## config.mk

```make
export PLATFORM = sky130hd
export DESIGN_NAME = ckec_top
export DESIGN_NICKNAME = d
export VERILOG_FILES = /design/src/ckec_pkg.sv /design/src/ckec_top.sv
export VERILOG_INCLUDE_DIRS = /design/src
export SDC_FILE = /design/constraint.sdc
export NUM_CORES = 1
export LEC_CHECK = 0
export ABC_CLOCK_PERIOD_IN_PS = 13750
export BUFFER_PORTS_ARGS = -buffer_cell sky130_fd_sc_hd__buf_4
export CAP_MARGIN = 20
export CELL_PAD_IN_SITES_DETAIL_PLACEMENT = 1
export CELL_PAD_IN_SITES_GLOBAL_PLACEMENT = 2
export CORE_MARGIN = 10
export CORE_UTILIZATION = 40
export CTS_CLUSTER_DIAMETER = 80
export DETAILED_ROUTE_END_ITERATION = 8
export HOLD_SLACK_MARGIN = 0.08
export PLACE_DENSITY = 0.89
export SLEW_MARGIN = 40
export SYNTH_ARGS = -nofsm -noshare
export SYNTH_HDL_FRONTEND = slang
export SYNTH_SLANG_ARGS = --single-unit
```

## constraint.sdc

```tcl
create_clock -name i_mclk -period 13.75 [get_ports i_mclk]
set_input_delay 2.0625 -clock i_mclk [delete_from_list [all_inputs] [get_ports i_mclk]]
set_output_delay 2.0625 -clock i_mclk [all_outputs]
set_load 0.01 [all_outputs]
```

## src/ckec_defines.svh

```systemverilog
/*
 Constants and the operation list for the console key edit controller.
 Assumes a 200 MHz system clock and keys that are raw, bouncing pins.
*/
// Operation
// - Style zero selects standard display flow
// - Style one adds bank selection displays
// - Shift while advance held steps backward
// - Advance plus shift held 2 s ignored
// - Arrow on number edits least digit
// - Arrow on string flashes whole string
// - Number edit: up/down value, shift digit
// - String edit: up/down next/previous choice
// - Two seconds idle commits the edit
// - Locked item never flashes or changes
// - Run/ready on digital input refuses keys
// - Advance during flash discards, shows next
// - Mode during flash discards, shows operation
// - Manual output value keeps flashing, drives output
// - Advance held 2 s enters setup, or bank in style one
// - Mode held 1 s runs mode function
`ifndef CKEC_DEFINES_SVH
`define CKEC_DEFINES_SVH
`define CKEC_CLK_HZ 200000000
`define CKEC_DEBOUNCE_MS 10
`define CKEC_HOLD2_MS 2000
`define CKEC_HOLD1_MS 1000
`define CKEC_ITEM_W 6
`define CKEC_VAL_W 16
`define CKEC_DIGITS 4
`define CKEC_STYLE_STD 1'b0
`define CKEC_STYLE_SPECIAL 1'b1
`define CKEC_GRP_OPER 2'h0
`define CKEC_GRP_MODE 2'h1
`define CKEC_GRP_SETUP 2'h2
`define CKEC_GRP_BANK 2'h3
`endif

```

## src/ckec_pkg.sv

```systemverilog
/*
 Types for the console key edit controller.
 Assumes nothing beyond the defines header.
*/
package ckec_pkg;
   typedef enum logic [1:0] {
      ckec_idle,
      ckec_edit_num,
      ckec_edit_str
   } ckec_state_type;
endpackage : ckec_pkg

```

## src/ckec_top.sv

```systemverilog
/*
 Console key edit controller: debounce, navigation and edit cycle.
 Assumes item attributes come from a lookup outside, combinationally
 from o_item_group and o_item_index on the same clock.
*/
`include "ckec_defines.svh"
module ckec_top #(
   parameter int unsigned DEBOUNCE_CYC =
      `CKEC_CLK_HZ / 1000 * `CKEC_DEBOUNCE_MS,
   parameter int unsigned HOLD2_CYC =
      `CKEC_CLK_HZ / 1000 * `CKEC_HOLD2_MS,
   parameter int unsigned HOLD1_CYC =
      `CKEC_CLK_HZ / 1000 * `CKEC_HOLD1_MS
) (
   // Clock and reset
   input wire logic i_mclk,
   input wire logic i_rst,
   // Keys from the panel: advance, mode, shift, down, up
   input wire logic i_key_para,
   input wire logic i_key_mode,
   input wire logic i_key_shift,
   input wire logic i_key_down,
   input wire logic i_key_up,
   // Setup values
   input wire logic i_key_flow_style_setting,
   input wire logic i_digital_input_assignment,
   input wire logic i_manual_mode,
   // Attributes of the current item
   input wire logic i_item_present,
   input wire logic i_item_last,
   input wire logic i_item_editable,
   input wire logic i_item_is_string,
   input wire logic i_item_is_runready,
   input wire logic i_item_is_mv,
   input wire logic [`CKEC_VAL_W-1:0] i_item_value,
   input wire logic [`CKEC_VAL_W-1:0] i_choice_count,
   // Display position and edit outputs
   output logic [1:0] o_item_group,
   output logic [`CKEC_ITEM_W-1:0] o_item_index,
   output logic o_flashing,
   output logic [`CKEC_DIGITS-1:0] o_flash_digits,
   output logic [`CKEC_VAL_W-1:0] o_edit_value,
   output logic o_commit,
   output logic o_mode_function,
   output logic o_mv_drive,
   output logic [`CKEC_VAL_W-1:0] o_manipulated_output_value
);
   localparam int NKEY = 5;
   localparam logic [`CKEC_ITEM_W-1:0] ITEM_ONE = `CKEC_ITEM_W'(1);
   localparam logic [`CKEC_VAL_W-1:0] VAL_ONE = `CKEC_VAL_W'(1);
   localparam logic [`CKEC_DIGITS-1:0] DIG_FIRST = `CKEC_DIGITS'(1);

   logic [NKEY-1:0] raw;
   logic [NKEY-1:0] sync1;
   logic [NKEY-1:0] sync2;
   wire logic [NKEY-1:0] key;
   logic [NKEY-1:0] key_d;
   logic [NKEY-1:0] rise;
   logic [NKEY-1:0] fall;
   assign raw = {i_key_up, i_key_down, i_key_shift, i_key_mode, i_key_para};

   // Two-stage sync then per-key stability counter
   always_ff @(posedge i_mclk or posedge i_rst) begin
      if (i_rst) begin
         sync1 <= '0;
         sync2 <= '0;
      end else begin
         sync1 <= raw;
         sync2 <= sync1;
      end
   end

   genvar g;
   generate
      for (g = 0; g < NKEY; g++) begin : g_deb
         logic [31:0] cnt;
         logic kq;
         assign key[g] = kq;
         always_ff @(posedge i_mclk or posedge i_rst) begin
            if (i_rst) begin
               cnt <= '0;
               kq <= 1'b0;
            end else if (sync2[g] == kq) begin
               cnt <= '0;
            end else if (cnt >= DEBOUNCE_CYC - 1) begin
               cnt <= '0;
               kq <= sync2[g];
            end else begin
               cnt <= cnt + 32'd1;
            end
         end
      end
   endgenerate

   always_ff @(posedge i_mclk or posedge i_rst) begin
      if (i_rst) begin
         key_d <= '0;
      end else begin
         key_d <= key;
      end
   end
   assign rise = key & ~key_d;
   assign fall = ~key & key_d;

   wire k_para = key[0];
   wire k_mode = key[1];
   wire r_para = rise[0];
   wire r_mode = rise[1];
   wire r_shift = rise[2];
   wire r_down = rise[3];
   wire r_up = rise[4];
   wire f_para = fall[0];
   wire any_key = |key;
   wire arrow = r_shift | r_down | r_up;

   ckec_pkg::ckec_state_type state;
   ckec_pkg::ckec_state_type next_state;
   logic [31:0] para_hold;
   logic [31:0] mode_hold;
   logic [31:0] idle_cnt;
   logic chord;
   logic para_long;
   logic mode_fired;
   logic mode_armed;
   logic step_pending;
   logic step_back;
   logic mv_hold;

   // Hold timers measured from clean edges
   always_ff @(posedge i_mclk or posedge i_rst) begin
      if (i_rst) begin
         para_hold <= '0;
         mode_hold <= '0;
         idle_cnt <= '0;
      end else begin
         para_hold <= k_para ? para_hold + 32'd1 : 32'd0;
         mode_hold <= k_mode ? mode_hold + 32'd1 : 32'd0;
         idle_cnt <= (any_key || state == ckec_pkg::ckec_idle) ?
            32'd0 : idle_cnt + 32'd1;
      end
   end

   wire in_edit = state != ckec_pkg::ckec_idle;
   wire at_oper = o_item_group == `CKEC_GRP_OPER;
   wire hold2 = para_hold == HOLD2_CYC - 1;
   wire idle_done = idle_cnt == HOLD2_CYC - 1;
   // Refuse run/ready edits when a digital input owns it
   wire can_edit = i_item_editable &
      ~(i_item_is_runready & i_digital_input_assignment);
   wire start_edit = ~in_edit & ~k_para & ~k_mode & arrow & can_edit;
   // Chord shift while advance held: reverse, unless held long
   wire rev_press = k_para & r_shift;
   wire next_group_bank = i_key_flow_style_setting == `CKEC_STYLE_SPECIAL;
   // Skip absent items one clock at a time after a step
   wire skip = step_pending & ~i_item_present;
   wire step_now = (f_para & ~chord & ~para_long) | skip;

   always_comb begin
      next_state = state;
      case (state)
         ckec_pkg::ckec_idle: begin
            if (start_edit) begin
               next_state = i_item_is_string ? ckec_pkg::ckec_edit_str :
                  ckec_pkg::ckec_edit_num;
            end
         end
         ckec_pkg::ckec_edit_num, ckec_pkg::ckec_edit_str: begin
            if (r_para || r_mode) begin
               next_state = ckec_pkg::ckec_idle;
            end else if (idle_done && !mv_hold) begin
               next_state = ckec_pkg::ckec_idle;
            end
         end
         default: next_state = ckec_pkg::ckec_idle;
      endcase
   end

   always_ff @(posedge i_mclk or posedge i_rst) begin
      if (i_rst) begin
         state <= ckec_pkg::ckec_idle;
         chord <= 1'b0;
         para_long <= 1'b0;
         step_pending <= 1'b0;
         step_back <= 1'b0;
         o_item_group <= `CKEC_GRP_OPER;
         o_item_index <= '0;
      end else begin
         state <= next_state;
         if (r_para) begin
            chord <= 1'b0;
            para_long <= 1'b0;
         end else if (rev_press) begin
            chord <= 1'b1;
         end
         // Long chord does nothing; long lone advance enters setup, or bank in style one
         if (hold2 && !chord && at_oper && !in_edit) begin
            para_long <= 1'b1;
            o_item_group <= next_group_bank ? `CKEC_GRP_BANK :
               `CKEC_GRP_SETUP;
            o_item_index <= '0;
         end else if (hold2 && chord) begin
            para_long <= 1'b1;
         end else if (rev_press && !para_long && !in_edit) begin
            o_item_index <= o_item_index - ITEM_ONE;
            step_back <= 1'b1;
            step_pending <= 1'b1;
         end else if (step_now && !in_edit) begin
            step_pending <= 1'b1;
            step_back <= step_back & skip;
            if (step_back && skip) begin
               o_item_index <= o_item_index - ITEM_ONE;
            end else if (i_item_last) begin
               o_item_index <= '0;
            end else begin
               o_item_index <= o_item_index + ITEM_ONE;
            end
         end else begin
            step_pending <= 1'b0;
         end
         if (in_edit && r_para) begin
            para_long <= 1'b1; // No second step on release
            o_item_index <= o_item_index + ITEM_ONE;
         end
         if (r_mode && (in_edit || !at_oper)) begin
            o_item_group <= `CKEC_GRP_OPER;
            o_item_index <= '0;
         end
      end
   end

   // Mode function needs a fresh press on the operation display
   always_ff @(posedge i_mclk or posedge i_rst) begin
      if (i_rst) begin
         mode_armed <= 1'b0;
         mode_fired <= 1'b0;
         o_mode_function <= 1'b0;
      end else begin
         if (r_mode) begin
            mode_armed <= at_oper && !in_edit;
         end
         mode_fired <= k_mode ? (mode_fired | o_mode_function) : 1'b0;
         o_mode_function <= mode_armed && k_mode && !mode_fired &&
            !o_mode_function && mode_hold == HOLD1_CYC - 1;
      end
   end

   // Edit datapath
   wire [`CKEC_VAL_W-1:0] step_amt;
   wire [`CKEC_VAL_W-1:0] str_next;
   wire [`CKEC_VAL_W-1:0] str_prev;
   assign step_amt = o_flash_digits[3] ? `CKEC_VAL_W'(1000) :
      o_flash_digits[2] ? `CKEC_VAL_W'(100) :
      o_flash_digits[1] ? `CKEC_VAL_W'(10) : VAL_ONE;
   assign str_next = (o_edit_value + VAL_ONE >= i_choice_count) ?
      '0 : o_edit_value + VAL_ONE;
   assign str_prev = (o_edit_value == '0) ?
      i_choice_count - VAL_ONE : o_edit_value - VAL_ONE;
   wire commit_now = in_edit && next_state == ckec_pkg::ckec_idle &&
      !r_para && !r_mode;

   always_ff @(posedge i_mclk or posedge i_rst) begin
      if (i_rst) begin
         o_flash_digits <= '0;
         o_edit_value <= '0;
         o_flashing <= 1'b0;
         o_commit <= 1'b0;
         mv_hold <= 1'b0;
         o_mv_drive <= 1'b0;
         o_manipulated_output_value <= '0;
      end else begin
         o_commit <= commit_now;
         o_flashing <= next_state != ckec_pkg::ckec_idle;
         if (start_edit) begin
            o_edit_value <= i_item_value;
            o_flash_digits <= i_item_is_string ? '1 : DIG_FIRST;
            mv_hold <= i_item_is_mv & i_manual_mode;
         end else if (state == ckec_pkg::ckec_edit_num) begin
            if (r_up) begin
               o_edit_value <= o_edit_value + step_amt;
            end else if (r_down) begin
               o_edit_value <= o_edit_value - step_amt;
            end else if (r_shift) begin
               o_flash_digits <= {o_flash_digits[`CKEC_DIGITS-2:0],
                  o_flash_digits[`CKEC_DIGITS-1]};
            end
         end else if (state == ckec_pkg::ckec_edit_str) begin
            if (r_up) begin
               o_edit_value <= str_next;
            end else if (r_down) begin
               o_edit_value <= str_prev;
            end
         end
         if (next_state == ckec_pkg::ckec_idle) begin
            mv_hold <= 1'b0;
         end
         // Manual output follows the flashing value live
         o_mv_drive <= mv_hold && in_edit;
         if (mv_hold && in_edit) begin
            o_manipulated_output_value <= o_edit_value;
         end
      end
   end
endmodule : ckec_top

```

==> metrics.txt <==
run status=finished clean; final number of hold-violating endpoints=0; max cap viols=0; Synth top area share=48.6%; Total GRT Usage=18.0%; final setup violation count=0; Initial Util=40.6%; CTS Hold Buffers Added=0; Slew Viols, Final=0; largest area contributor in the netlist=dfrtp_1; critical path cell sequence=nor2b_2 -> buf_4 -> inv_1 -> o21ai_0 -> ha_1 -> a21oi_1 -> o211ai_1 -> o31ai_1 -> a31oi_1 -> nor4b_1 -> o21ai_0 -> a311oi_1; Antenna diodes=0; WHS=0.348 ns; Peak VDD IR=0.0000776 V; crit path buf inv count=2; Slew @ Worst Pin=0.775 ns; fraction of layout cells with a size suffix above 1=11.8%; largest net degree at the start of global routing=127; Relative slew margins=48.3%; vias in the first global route=14600; CORE AREA=42200 µm²; sequential fraction of the synthesis area=48.6%; H-tree levels=2; DP Wirelength=31900 µm; post-CTS sizing=0; clock transition at the registers of the reported paths=0.06 ns; Critical Path AT=4.54 ns; maximum fanout along the worst path=23; cell family with most CP delay=compound AO/OA/AOI/OAI gates; post-synthesis instance area=17200 µm²; top post-synthesis cells by area=dfrtp_1 49%, xnor2_1 5.7%, nor2_1 5.2%, xor2_1 5.2%, ha_1 3.9%; RSZ-0062 raised after global routing=no; clock skew=0.0187 ns; wirelength, routed=45500 µm; synthesized area per cell=9.87 µm²; clk_lat worst skew=0.56 ns; Die ar.=51600 µm²; leakage power=8.68 nW; total CTS buffers=39; Root Buffer=clkbuf_16; Worst EP required=14.22 ns; DIE WIDTH=227 µm; GR Overflow Total=0; placed cell area=18700 µm²; Synth cell types=76; startpoint type of the worst setup path=flop; CTS Buffer Depth=3; Seq cells post-synth=333; vias per inst=5.47; # DRC=0; fmax=246 MHz; initial antenna violation count=0; Cells after Synth=1739; CTS tree=yes; area grow syn2layout=16.8%; post-CTS setup buffers=0; yosys warns=0; Setup CP Type=reg2reg; Final Core Density=47.5%; slowest stage delay, CP=0.51 ns; Async S/R FF share, synth=100%; Hold WC Path Type=reg2reg; Fin Setup TNS=0 ns; fin crit share=29.6%; pwr/cell area=155 nW/µm²; Rows=75; Pre-Repair DR Iteration Count=5; most frequent cell after synthesis=dfrtp_1; first-pass GRT wire length=75800 µm; synth cell count leaders=333 x dfrtp_1, 238 x nor2_1, 132 x nand2_1; Buffers on Ports=95; CP max stage cell=dfrtp_1; GPL Wtd Cong=0.853; Nets=1985; wire per inst=18.6 µm; I/O pin count=96; DIE HEIGHT=227 µm; Critical Path Sink Type=flop; most used cell, CP=o21ai_0; routed via count=13400; ys flop type=dfrtp_1; 1st-iter DRT viols=818; final instance area=20100 µm²; Post-DRT Antenna Nets=0; clock tree sinks=333; crit path time final=4.07 ns; Post-synth EDFFs=0
[metal layers]
metal  routed length (µm)  track usage (%)  part of all wire [%]
met1                20300             22.5                    45
met2                22300             30.9                    49
met3                 1830             3.31                   4.0
met4                 1170             5.55                   2.6
met5                    0                0                     0
[registers in the layout, indices dropped and copies added, names as in the netlist, 2 cells and up]
name and cells:
para_hold 32, mode_hold 32, g_deb.kq 5, o_edit_value 16, idle_cnt 32, o_item_group 2, o_flash_digits 4, o_item_index 6
sync1 5, o_manipulated_output_value 16, sync2 5, key_d 5, g_deb.cnt 160, state 2
[cells by family (layout without fill, tap and decap cells)]
group	after synthesis	count (layout)	synth area share [%]
and+or+nand+nor	789	789	23.8
DFF	333	333	48.6
xor gates and xnor gates	212	212	10.8
AOI/OAI and AO/OA	210	210	8.22
buffers and inverters	104	222	2.38
adders and majority gates	54	54	3.98
muxes	36	36	2.28
other	1	57	0.0218
[layout by cell type, fill, tap and decap left out, types with 14 or more instances in the layout]
| cell | instances |
|---|---|
| nand2_1 | 131 |
| nor2b_1 | 21 |
| nor4_1 | 24 |
| conb_1 | 57 |
| xnor2_1 | 111 |
| nor3_1 | 31 |
| clkbuf_16 | 39 |
| and2_1 | 59 |
| buf_4 | 101 |
| or3_1 | 22 |
| xor2_1 | 101 |
| a41oi_1 | 14 |
| nand4_1 | 54 |
| and3_1 | 42 |
| nor2_1 | 237 |
| a21oi_1 | 51 |
| and4_1 | 25 |
| mux2_2 | 22 |
| dfrtp_1 | 333 |
| inv_1 | 45 |
| o21ai_0 | 42 |
| nand3_1 | 81 |
| ha_1 | 53 |
[worst paths after layout]
| check | from | to | slack (ns) | depth (start not counted) |
|---|---|---|---|---|
| max | g_deb[4].kq$_DFFE_PP0P_ | o_edit_value[15]$_DFFE_PP0P_ | 9.68 | 12 |
| min | sync1[4]$_DFF_PP0_ | sync2[4]$_DFF_PP0_ | 0.35 | 0 |
| max reg2reg | g_deb[4].kq$_DFFE_PP0P_ | o_edit_value[15]$_DFFE_PP0P_ | 9.68 | 12 |
| min reg2reg | sync1[4]$_DFF_PP0_ | sync2[4]$_DFF_PP0_ | 0.35 | 0 |
| max in group asynchronous | i_rst | g_deb[4].cnt[4]$_DFF_PP0_ | 10.91 | 3 |
| min in group asynchronous | i_rst | mode_hold[0]$_DFF_PP0_ | 1.63 | 2 |
[worst register-to-register path, stage by stage (launching register included)]
cell	delay [ns]
dfrtp_1	0.51
nor2b_2	0.20
buf_4	0.30
inv_1	0.37
o21ai_0	0.48
ha_1	0.31
a21oi_1	0.20
o211ai_1	0.19
o31ai_1	0.37
a31oi_1	0.30
nor4b_1	0.38
o21ai_0	0.15
a311oi_1	0.23
[layout make-up]
type	instances	area, µm²
flip-flops and latches	333	8330
repair buffers	105	806
fillers	4791	22200
well taps	539	674
clock inverters	18	263
multi-input cells	1358	8690
clock buffers	53	1100
inverters	46	185
[report_power, final]
group,switching (W),internal [W]
Combinational,0.000467,0.000345
Sequential,0.000154,0.00104
Clock,0.000421,0.000676
[stage by stage]
stage,instances,total power (W),setup slack [ns]
final,2452,0.00310,9.68
after floorplan,1795,0.00171,2.46
after CTS,2452,0.00313,9.68
after global placement,2380,0.00198,8.97
after detailed placement,2381,0.00201,9.29
after global routing,2452,0.00328,9.33
Power figures use the tool's default switching activity.
